$ cat src/rtl/ftd_pkg.sv
// Shared constants, types and lookups for the field threshold, trim and flag block.
package ftd_pkg;
  // Register addresses carried in the 5-bit address field of a frame.
  localparam logic [4:0] REG_BIAS_TRIM = 5'h02;
  localparam logic [4:0] REG_TRIM_EN   = 5'h03;
  localparam logic [4:0] REG_THRESH    = 5'h06;
  localparam logic [4:0] REG_STATUS    = 5'h1b;
  // Frame commands in the top three bits of a frame.
  localparam logic [2:0] CMD_READ  = 3'h2;
  localparam logic [2:0] CMD_WRITE = 3'h4;
  // Frame layout, most significant bit first.
  localparam logic [4:0] FRAME_LAST = 5'h0f;
  localparam int CMD_MSB  = 15;
  localparam int CMD_LSB  = 13;
  localparam int ADDR_MSB = 12;
  localparam int ADDR_LSB = 8;
  localparam int DATA_MSB = 7;
  // Field positions inside the registers.
  localparam int LOW_THR_MSB  = 7;
  localparam int LOW_THR_LSB  = 5;
  localparam int HIGH_THR_MSB = 4;
  localparam int HIGH_THR_LSB = 2;
  localparam int EN_X_BIT     = 0;
  localparam int EN_Y_BIT     = 1;
  localparam int STAT_HIGH_BIT = 7;
  localparam int STAT_LOW_BIT  = 6;
  // Reset values.
  localparam logic [7:0] RST_BIAS_TRIM = 8'h00;
  localparam logic [1:0] RST_TRIM_EN   = 2'h0;
  localparam logic [7:0] RST_THRESH    = 8'h1c;
  // Lower status bits while the front end reports healthy.
  localparam logic [5:0] HEALTHY_PATTERN = 6'h0f;
  // Hysteresis between rising and falling trip points, in mT.
  localparam logic [7:0] HYST_MT = 8'h06;

  typedef enum {FTD_IDLE, FTD_FRAME} ftd_spi_e;

  // Rising-field trip point in mT for a 3-bit threshold code.
  function automatic logic [7:0] ftd_trip_rise(input logic [2:0] code);
    case (code)
      3'h0: ftd_trip_rise = 8'h1a;
      3'h1: ftd_trip_rise = 8'h29;
      3'h2: ftd_trip_rise = 8'h38;
      3'h3: ftd_trip_rise = 8'h46;
      3'h4: ftd_trip_rise = 8'h54;
      3'h5: ftd_trip_rise = 8'h62;
      3'h6: ftd_trip_rise = 8'h70;
      default: ftd_trip_rise = 8'h7e;
    endcase
  endfunction

  // Falling-field trip point sits one hysteresis step below the rising one.
  function automatic logic [7:0] ftd_trip_fall(input logic [2:0] code);
    ftd_trip_fall = ftd_trip_rise(code) - HYST_MT;
  endfunction
endpackage

$ cat src/rtl/ftd_field_threshold_trim_diag.sv
// Field thresholds, bias trim settings, field flags and their serial register port.
//
// Contract
// - Hold an 8-bit bias trim value, 0 to 255, reducing selected axis bias.
// - Trim value zero applies no bias reduction at all.
// - X and Y enable bits each select whether their axis receives the trim.
// - With both enables set, both axes get the same reduction.
// - Low flag sets below low threshold, high flag above high threshold.
// - Thresholds live in register 6: low in bits 7-5, high in 4-2.
// - Codes 0-7 rise at 26..126 mT; falling points sit 6 mT lower.
// - Low code may exceed high code; comparisons stay independent.
// - Status register 27 shows high flag in bit 7, low flag in bit 6.
// - Live flag states also drive two dedicated output pins.
// - A register 27 read is answered in the next frame, not the same one.
// - Healthy front end with field in range reads 0x0f in register 27.
`timescale 1ns/1ps
`default_nettype none
module ftd_field_threshold_trim_diag
  import ftd_pkg::*;
(
  input  wire logic       CLK_SYS,
  input  wire logic       RST,
  input  wire logic       CE,
  input  wire logic       SPI_SCK,
  input  wire logic       SPI_CS_N,
  input  wire logic       SPI_MOSI,
  output var  logic       SPI_MISO_O,
  output var  logic       SPI_MISO_OE,
  input  wire logic [7:0] FIELD_MT,
  input  wire logic       FRONT_END_OK,
  output var  logic [7:0] BIAS_TRIM_X,
  output var  logic [7:0] BIAS_TRIM_Y,
  output var  logic       FIELD_LOW_FLAG,
  output var  logic       FIELD_HIGH_FLAG
);
  import ftd_pkg::*;

  // Serial pins come from the host's clock world and are resynchronised.
  logic sck_meta;
  logic sck_sync;
  logic sck_dly;
  logic cs_n_meta;
  logic cs_n_sync;
  logic cs_n_dly;
  logic mosi_meta;
  logic mosi_sync;

  logic sck_rise;
  logic sck_fall;
  logic cs_start;
  logic cs_end;

  ftd_spi_e   spi_state;
  logic [4:0]  bit_cnt;
  logic [15:0] rx_shift;
  logic [15:0] next_rx;
  logic [15:0] tx_shift;
  logic        frame_done;
  logic [15:0] frame_word;

  logic        pend_valid;
  logic [4:0]  pend_addr;
  logic [7:0]  rd_value;

  logic [7:0]  bias_trim_value;
  logic        trim_enable_x_axis;
  logic        trim_enable_y_axis;
  logic [7:0]  thresh_reg;
  logic [2:0]  field_low_threshold;
  logic [2:0]  field_high_threshold;
  logic        field_low_flag;
  logic        field_high_flag;
  logic [7:0]  field_flag_status;

  logic [2:0]  frm_cmd;
  logic [4:0]  frm_addr;
  logic [7:0]  frm_data;

  // Two flip-flops per pin, plus a third on clock and select for edge detection; only the second stage and later are used.
  always_ff @(posedge CLK_SYS or posedge RST) begin
    if (RST) begin
      sck_meta  <= 1'b0;
      sck_sync  <= 1'b0;
      sck_dly   <= 1'b0;
      cs_n_meta <= 1'b1;
      cs_n_sync <= 1'b1;
      cs_n_dly  <= 1'b1;
      mosi_meta <= 1'b0;
      mosi_sync <= 1'b0;
    end else if (CE) begin
      sck_meta  <= SPI_SCK;
      sck_sync  <= sck_meta;
      sck_dly   <= sck_sync;
      cs_n_meta <= SPI_CS_N;
      cs_n_sync <= cs_n_meta;
      cs_n_dly  <= cs_n_sync;
      mosi_meta <= SPI_MOSI;
      mosi_sync <= mosi_meta;
    end
  end

  // Edge events on the resynchronised serial clock and select.
  assign sck_rise = CE && !cs_n_sync && sck_sync && !sck_dly;
  assign sck_fall = CE && !cs_n_sync && !sck_sync && sck_dly;
  assign cs_start = CE && !cs_n_sync && cs_n_dly;
  assign cs_end   = CE && cs_n_sync && !cs_n_dly;
  assign next_rx  = {rx_shift[14:0], mosi_sync};

  // Frame state: a frame runs from select low to select high.
  always_ff @(posedge CLK_SYS or posedge RST) begin
    if (RST) begin
      spi_state <= FTD_IDLE;
    end else if (CE) begin
      case (spi_state)
        FTD_IDLE: begin
          if (cs_start) begin
            spi_state <= FTD_FRAME;
          end
        end
        FTD_FRAME: begin
          if (cs_end) begin
            spi_state <= FTD_IDLE;
          end
        end
        default: spi_state <= FTD_IDLE;
      endcase
    end
  end

  // Receive shifter; a frame counts only once all sixteen bits arrived.
  always_ff @(posedge CLK_SYS or posedge RST) begin
    if (RST) begin
      bit_cnt    <= 5'h00;
      rx_shift   <= 16'h0000;
      frame_done <= 1'b0;
      frame_word <= 16'h0000;
    end else if (CE) begin
      frame_done <= 1'b0;
      if (cs_start) begin
        bit_cnt <= 5'h00;
      end else if (sck_rise && spi_state == FTD_FRAME) begin
        rx_shift <= next_rx;
        bit_cnt  <= (bit_cnt == FRAME_LAST + 5'h01) ? bit_cnt : bit_cnt + 5'h01;
        if (bit_cnt == FRAME_LAST) begin
          frame_done <= 1'b1;
          frame_word <= next_rx;
        end
      end
    end
  end

  assign frm_cmd  = frame_word[CMD_MSB:CMD_LSB];
  assign frm_addr = frame_word[ADDR_MSB:ADDR_LSB];
  assign frm_data = frame_word[DATA_MSB:0];

  // Remember what the next frame must answer; the reply is deferred by design.
  always_ff @(posedge CLK_SYS or posedge RST) begin
    if (RST) begin
      pend_valid <= 1'b0;
      pend_addr  <= 5'h00;
    end else if (CE) begin
      if (frame_done) begin
        pend_valid <= (frm_cmd == CMD_READ) || (frm_cmd == CMD_WRITE);
        pend_addr  <= frm_addr;
      end else if (cs_start) begin
        pend_valid <= 1'b0;
      end
    end
  end

  // Register read multiplexer; unmapped addresses read as zero.
  always_comb begin
    case (pend_addr)
      REG_BIAS_TRIM: rd_value = bias_trim_value;
      REG_TRIM_EN:   rd_value = {6'h00, trim_enable_y_axis, trim_enable_x_axis};
      REG_THRESH:    rd_value = thresh_reg;
      REG_STATUS:    rd_value = field_flag_status;
      default:       rd_value = 8'h00;
    endcase
  end

  // Transmit shifter loads at frame start, value first, then eight zeros.
  always_ff @(posedge CLK_SYS or posedge RST) begin
    if (RST) begin
      tx_shift    <= 16'h0000;
      SPI_MISO_O  <= 1'b0;
      SPI_MISO_OE <= 1'b0;
    end else if (CE) begin
      SPI_MISO_OE <= !cs_n_sync;
      if (cs_start) begin
        tx_shift   <= pend_valid ? {rd_value, 8'h00} : 16'h0000;
        SPI_MISO_O <= pend_valid ? rd_value[7] : 1'b0;
      end else if (sck_fall) begin
        tx_shift   <= {tx_shift[14:0], 1'b0};
        SPI_MISO_O <= tx_shift[14];
      end
    end
  end

  // Writable settings; status is read-only and writes to it are dropped.
  always_ff @(posedge CLK_SYS or posedge RST) begin
    if (RST) begin
      bias_trim_value    <= RST_BIAS_TRIM;
      trim_enable_x_axis <= RST_TRIM_EN[EN_X_BIT];
      trim_enable_y_axis <= RST_TRIM_EN[EN_Y_BIT];
      thresh_reg         <= RST_THRESH;
    end else if (CE && frame_done && frm_cmd == CMD_WRITE) begin
      case (frm_addr)
        REG_BIAS_TRIM: bias_trim_value <= frm_data;
        REG_TRIM_EN: begin
          trim_enable_x_axis <= frm_data[EN_X_BIT];
          trim_enable_y_axis <= frm_data[EN_Y_BIT];
        end
        REG_THRESH: thresh_reg <= {frm_data[7:2], 2'b00};
        default: thresh_reg <= thresh_reg;
      endcase
    end
  end

  assign field_low_threshold  = thresh_reg[LOW_THR_MSB:LOW_THR_LSB];
  assign field_high_threshold = thresh_reg[HIGH_THR_MSB:HIGH_THR_LSB];

  // Per-axis bias reduction; equal on both axes when both enables are set.
  always_ff @(posedge CLK_SYS or posedge RST) begin
    if (RST) begin
      BIAS_TRIM_X <= 8'h00;
      BIAS_TRIM_Y <= 8'h00;
    end else if (CE) begin
      BIAS_TRIM_X <= trim_enable_x_axis ? bias_trim_value : 8'h00;
      BIAS_TRIM_Y <= trim_enable_y_axis ? bias_trim_value : 8'h00;
    end
  end

  // The two comparisons are independent, so crossed thresholds are legal.
  ftd_flag_hyst u_low_flag (
    .clk     (CLK_SYS),
    .rst     (RST),
    .ce      (CE),
    .is_high (1'b0),
    .code    (field_low_threshold),
    .field   (FIELD_MT),
    .flag    (field_low_flag)
  );

  ftd_flag_hyst u_high_flag (
    .clk     (CLK_SYS),
    .rst     (RST),
    .ce      (CE),
    .is_high (1'b1),
    .code    (field_high_threshold),
    .field   (FIELD_MT),
    .flag    (field_high_flag)
  );

  // Lower bits give the integrity pattern only while the front end is healthy.
  always_comb begin
    field_flag_status = 8'h00;
    field_flag_status[STAT_HIGH_BIT] = field_high_flag;
    field_flag_status[STAT_LOW_BIT]  = field_low_flag;
    field_flag_status[5:0] = FRONT_END_OK ? HEALTHY_PATTERN : 6'h00;
  end

  // Flag pins mirror the live flag flip-flops.
  assign FIELD_LOW_FLAG  = field_low_flag;
  assign FIELD_HIGH_FLAG = field_high_flag;
endmodule
`default_nettype wire

$ cat src/rtl/ftd_flag_hyst.sv
// One out-of-range field flag with a hysteresis band between two trip points.
`timescale 1ns/1ps
`default_nettype none
module ftd_flag_hyst
  import ftd_pkg::*;
(
  input  wire logic       clk,
  input  wire logic       rst,
  input  wire logic       ce,
  input  wire logic       is_high,
  input  wire logic [2:0] code,
  input  wire logic [7:0] field,
  output var  logic       flag
);
  logic [7:0] rise;
  logic [7:0] fall;

  // Trip points follow the live code, so a new threshold acts at once.
  assign rise = ftd_trip_rise(code);
  assign fall = ftd_trip_fall(code);

  // A high flag sets above the rising point and a low flag below the falling
  // point; inside the band the flag keeps its state to avoid chatter.
  always_ff @(posedge clk or posedge rst) begin
    if (rst) begin
      flag <= 1'b0;
    end else if (ce) begin
      if (is_high) begin
        if (field > rise) begin
          flag <= 1'b1;
        end else if (field < fall) begin
          flag <= 1'b0;
        end
      end else begin
        if (field < fall) begin
          flag <= 1'b1;
        end else if (field > rise) begin
          flag <= 1'b0;
        end
      end
    end
  end
endmodule
`default_nettype wire

$ cat config.mk
export PLATFORM = sky130hd
export DESIGN_NAME = ftd_field_threshold_trim_diag
export DESIGN_NICKNAME = d
export VERILOG_FILES = /design/src/rtl/ftd_pkg.sv /design/src/rtl/ftd_field_threshold_trim_diag.sv /design/src/rtl/ftd_flag_hyst.sv
export SDC_FILE = /design/constraint.sdc
export NUM_CORES = 1
export LEC_CHECK = 0
export ABC_AREA = 1
export BUFFER_PORTS_ARGS = -buffer_cell sky130_fd_sc_hd__buf_2
export CAP_MARGIN = 20
export CORE_MARGIN = 2
export CORE_UTILIZATION = 63
export CTS_BUF_LIST = sky130_fd_sc_hd__clkbuf_8
export CTS_CLUSTER_SIZE = 14
export DETAILED_ROUTE_END_ITERATION = 7
export GPL_ROUTABILITY_DRIVEN = 0
export PLACE_DENSITY = 0.8
export SLEW_MARGIN = 20
export SYNTH_ARGS = -nofsm -noshare
export SYNTH_HDL_FRONTEND = slang
export SYNTH_SLANG_ARGS = --single-unit
$ cat constraint.sdc
create_clock -name CLK_SYS -period 3.9 [get_ports CLK_SYS]
set_clock_uncertainty 0.05 [all_clocks]
set_input_delay 0.78 -clock CLK_SYS [delete_from_list [all_inputs] [get_ports CLK_SYS]]
set_output_delay 0.78 -clock CLK_SYS [all_outputs]
set_load 0.005 [all_outputs]
---- Word level (Yosys, flattened, before mapping) ----
Cells that the tools add are included.
storage, ports and cells
  flip-flop bits (word level) ............. 134
  input bits .............................. 15
  output and inout port bits .............. 20
  word-level logic and storage cells ...... 125
cells by class
  add/subtract/negate cells ............... 3
  order comparisons ....................... 4
  eq/ne operators ......................... 28
  mux-type cells .......................... 27
  bitwise logic cells ..................... 1
  reduce and logical (&&, ||, !) cells .... 36
operators by type and width
  kind                 count
  $pmux 7 s7           2
  $mux 32              2
  $pmux 32 s2          1
  $mux 15              3
  $eq 32x1->1 const B  1
  $eq 32x2->1 const B  1
  $logic_not 32->1     1
  $pmux 8 s4           1
  $eq 3x3->1 const B   7
  $eq 5x2->1 const B   4
  $gt 8x7->1           2
  $lt 8x8->1           2
  $mux 8               2
  $reduce_and 2->1     8
  $sub 7x3->8 const B  2
  $eq 3x2->1 const B   5
  $mux 5               3
  $mux 1               12
  $logic_and 1x1->1    11
  $eq 5x3->1 const B   2
  $eq 5x5->1 const B   2
  $reduce_bool 2->1    5
  $reduce_and 3->1     3
  $eq 3x1->1 const B   2
  9 further kinds      15

---- Depth between registers and ports, before layout ----
  word-level depth ........................ 7
  gate-level depth with buffers ........... 15
  mapped depth without buffers ............ 15

---- By module ----
A second synthesis with hierarchy kept.
second synthesis, totals
  cell total of the unflattened synthesis .. 624
  area total of the unflattened synthesis .. 5019.8 um2
modules (own cells, without submodules)
  module                         times used  cells an instance  area an instance (um2)  seq. area each (um2)
  ftd_field_threshold_trim_diag  1           440                3891.2                  2334.7
  ftd_flag_hyst                  2           92                 564.3                   25.0

---- Least setup slack after synthesis ----
No wires, ideal clock.
  path kind ............................... register to register
  start point ............................. register thresh_reg[5]
  end point ............................... register u_low_flag.flag
  library setup time ...................... 65 ps
  arrival ................................. 2003 ps
  data required time ...................... 3785 ps
  slack ................................... 1782 ps
  cell stages (with the launch flop) ...... 15
  path buffers ............................ 0
  period minus slack after synthesis ...... 2118 ps
  path through ............................ dfrtp_1 > inv_1 > nand2_1 > nand2_1 > nand2_1 > o21ai_0 > ha_1 > a21oi_1 > xor2_1 > ha_1 > a21oi_1 > nor2_1 > a211oi_1 > nand3_1 > nand2_1
on the way
  word-level cells in the longest chain between the ends .. 6
  elaborated cells on any way between the ends .. 14
  classes of those cells .................. 1 x add/sub; 2 x order compare; 6 x eq/ne; 2 x mux; 3 x reduce/logical
ends and longest elaborated chain
  element                             line                                  source
  from (decl)                         ftd_field_threshold_trim_diag.sv:68   logic [7:0] thresh_reg;
  from (signal assigned)              ftd_field_threshold_trim_diag.sv:214  REG_THRESH: thresh_reg <= {frm_data[7:2], 2'b00};
  from (signal assigned)              ftd_field_threshold_trim_diag.sv:215  default: thresh_reg <= thresh_reg;
  $eq 3x3->1 (tied with other cells)  ftd_pkg.sv:40                         case (code)
  $pmux 7 s7 *                        ftd_pkg.sv:40
  $sub 7x3->8                         ftd_pkg.sv:54                         ftd_trip_fall = ftd_trip_rise(code) - HYST_MT;
  $lt 8x8->1                          n/a
  $reduce_bool 2->1 (no line)         n/a
  $reduce_and 2->1 (no line)          n/a
  to (signal assigned)                ftd_flag_hyst.sv:26                   flag <= 1'b0;
  to (signal assigned)                ftd_flag_hyst.sv:30                   flag <= 1'b1;
  to (signal assigned)                ftd_flag_hyst.sv:32                   flag <= 1'b0;
  to (decl)                           ftd_flag_hyst.sv:13                   output var logic flag
Mark *: on every way between the ends. The rest lies on a longest branch, timed or not.
A chain may end at the register's enable or synchronous reset.

---- Final worst setup path ----
Same ends and word-level chain as after synthesis.

==> results by group <==
Worst setup path
  – Startpoint types: flip-flop
  – CP arrival: 2770 ps
  – Crit path cell chain: inv_1 > nand2_1 > nand2_1 > nand2_1 > o21ai_0 > ha_1 > a21oi_1 > xor2_1 > ha_1 > a21oi_1 > nor2_1 > a211oi_1 > nand3_1 > nand2_1
  – Critical path class: reg2reg
  – Worst setup startpoint: thresh_reg[5]$_DFFE_PP0P_
  – Worst EP required: 4160 ps
  – Most Frequent Cell on Critical Path: nand2_1
  – Crit-path slowest cell: dfrtp_1
  – Max Fanout on Critical Path: 6
  – CP peak stage delay: between 400 and 500 ps
  – Reg2reg start: thresh_reg[5]$_DFFE_PP0P_
  – CP Capture Type: flip-flop

Clocking
  – Post-CTS resize count: 0
  – Total CTS buffers: 9
  – Clock sink count: 95
  – H-tree Lvls: 3
  – CTS tree: yes
  – Clock Path Buffers: 2
  – Root Buffer: clkbuf_8
  – Hold Buf Count CTS: 0
  – Worst-path clk slew: 100 ps
  – Later-pin clock latency in the skew report: between 300 and 400 ps
  – Setup Buffers After CTS: 0

Logic synthesis
  – Top FF cell, synth: dfrtp_1
  – Yosys warnings: 0
  – Yosys reg bits: 95
  – Fraction of the yosys area taken by sequential cells: a little under half
  – EDFF count, synth: 0
  – Async set or reset register ratio after synthesis: 100%
  – Yosys cell types: 38
  – Post-synthesis cell area: between 0.005 and 0.006 sq mm
  – Mean post-synth cell area: between 8 and 9 sq um
  – Post-synthesis cell count: ~600

Place
  – DP Cell Count: 731
  – Post-DP HPWL: between 7000 and 8000 um
  – Pre-CTS setup slack: about 1000 ps
  – Dpl cell area: about 0.0053 sq mm
  – Port bufs: 34

Pwr
  – Sequential power share: a little under three fifths
  – Comb pwr share: between 10 and 15%
  – P_leak: between 2 and 3 nW
  – NetSw: ~0.64 mW
  – Clk pwr share: 28.2%
  – Power Density: between 300 and 400 mW/mm^2
  – VDD IR max: between 0.3 and 0.4 mV
  – Pwr Total: around 2.1 mW
  – Net Sw Frac: just over 30%
  – P_int: between 1 and 1.5 mW

Timing
  – Fmax: about 0.40 GHz
  – Final Max Tran Viols: 0
  – Slew @ Worst Pin: around 650 ps
  – Setup TNS: 0 ps
  – Final hold viol count: 0
  – RSZ-0062 raised after global routing: no
  – Worst Slack Setup Final: approximately 1400 ps
  – Tmin final: roughly 2500 ps
  – Setup Viol. Count Final: 0
  – Worst slew margin: 56.3%
  – Worst-case hold slack: 410 ps
  – Tcrit/Tclk final: between 60% and 70%

Finish
  – Max reg flops: 16
  – Final net count: 687
  – Most common cell after layout, fill and taps aside: nand2_1
  – Most flops, register: frame_word
  – Finished Layout Cells: 747
  – Diodes inserted: 0
  – Most frequent cells in the layout: nand2_1 (164), dfrtp_1 (89), inv_1 (79)
  – Share of cells above drive strength 1: 14.0%
  – Area Overhead vs Synth: 7.98%
  – Largest regs: frame_word: 16 flops, rx_shift: 15 flops
  – Post-layout instance area: between 0.005 and 0.006 sq mm
  – Util after Layout: around 70%

Floorplan
  – Core Area: approximately 0.0077 sq mm
  – Starting Density: between 60 and 70%
  – Die H: roughly 93 um
  – Row Count: 32
  – Total die area: 0.00872 sq mm
  – Io pins: 35
  – Die X: ~93 um

Global routing
  – First-pass GRT wire length: 17700 um
  – Tot GR Track Use: 26.0%
  – Largest net degree at the start of global routing: 39
  – Global route overflow: 0
  – Vias in the first global route: ~3900
  – Initial antenna violation count: 0

Routing
  – Detailed Route WL: 10100 um
  – DR iter-0 viols: 300
  – DRC errors left: 0
  – Via-to-Cell Ratio: roughly 5.4
  – Drt pass-1 iters: 5
  – Routed via count: 4001
  – Post-route ant nets: 0
  – Routed WL per cell: between 10 and 15 um

Job
  – Max_cap viols: 0

Run status
  – Status: finished clean

Hold path
  – Min-Delay Path Class: in2async
-- cell families after synthesis --
| family | share of synthesized area, % |
|---|---|
| and+or+nand+nor | 22.5 |
| AOI/OAI and AO/OA | 13.4 |
| buffers and inverters | 8.03 |
| DFF | 47.4 |
| adders and majority gates | 7.95 |
| xor gates and xnor gates | 0.696 |
| other | 0.0745 |
-- cell type report --
type / count / area (sq um)
Clock inverter: 7 / 57.6
Timing Repair Buffer: 36 / 185
Fill cell: 613 / 2290
Multi-Input combinational cell: 417 / 2250
Clock buffer: 9 / 124
Tap cell: 102 / 128
Inverter: 81 / 308
Sequential cell: 95 / 2380
-- final timing paths --
check | to | slack (ps) | depth (start not counted)
max | u_low_flag.flag$_DFFE_PP0P_ | 1400 | 14
min | rx_shift[11]$_DFFE_PP0P_ | 410 | 2
max reg2reg | u_low_flag.flag$_DFFE_PP0P_ | 1400 | 14
min reg2reg | cs_n_sync$_DFFE_PP1P_ | 420 | 2
max in group asynchronous | BIAS_TRIM_Y[5]$_DFFE_PP0P_ | 2550 | 3
min in group CLK_SYS | cs_n_sync$_DFFE_PP1P_ | 420 | 2
-- critical path: cells and delay by family, from the launching register on --
kind / cells / cell delay (ps)
flops: 1 / 430
compound gates: 4 / 570
simple gates: 6 / 510
xor+xnor: 1 / 140
fa+ha+maj: 2 / 590
buf+inv: 1 / 170
-- cells in the mapped netlist (2+ instances only) --
cell | count | area [sq um]
clkbuf_1 | 5 | 18.8
ha_1 | 32 | 400
buf_2 | 6 | 30.0
buf_4 | 2 | 15.0
a211oi_1 | 2 | 15.0
o21ai_0 | 51 | 255
nor2_1 | 46 | 173
o22ai_1 | 2 | 12.5
nand2_1 | 164 | 616
inv_1 | 79 | 297
dfstp_2 | 6 | 158
nand3_1 | 28 | 140
xor2_1 | 4 | 35.0
a21oi_1 | 29 | 145
o21ai_2 | 18 | 158
nor2_2 | 3 | 18.8
o21a_1 | 2 | 15.0
nand2_4 | 2 | 22.5
buf_6 | 3 | 33.8
nand4_1 | 6 | 37.5
o21ai_1 | 10 | 50.1
dfrtp_1 | 89 | 2230
nor3_1 | 4 | 20.0
-- per-layer routing --
metal  GRT usage [%]  up-vias  routed length (um)
met5               0        -                   0
met4            7.72        0                 112
met3            5.48       10                 504
met2            43.1      102                4920
met1            34.7     1871                4600
li1                -     2018                   -
-- power by group through the flow --
stage / logic, mW / registers (mW) / clock network (mW)
4_1_cts: 0.312 / 1.21 / 0.610
5_1_grt: 0.358 / 1.23 / 0.644
6_report: 0.307 / 1.21 / 0.595
3_3_place_gp: 0.293 / 1.22 / 0
3_5_place_dp: 0.309 / 1.23 / 0
2_1_floorplan: 0.228 / 1.21 / 0
Power figures use the tool's default switching activity.
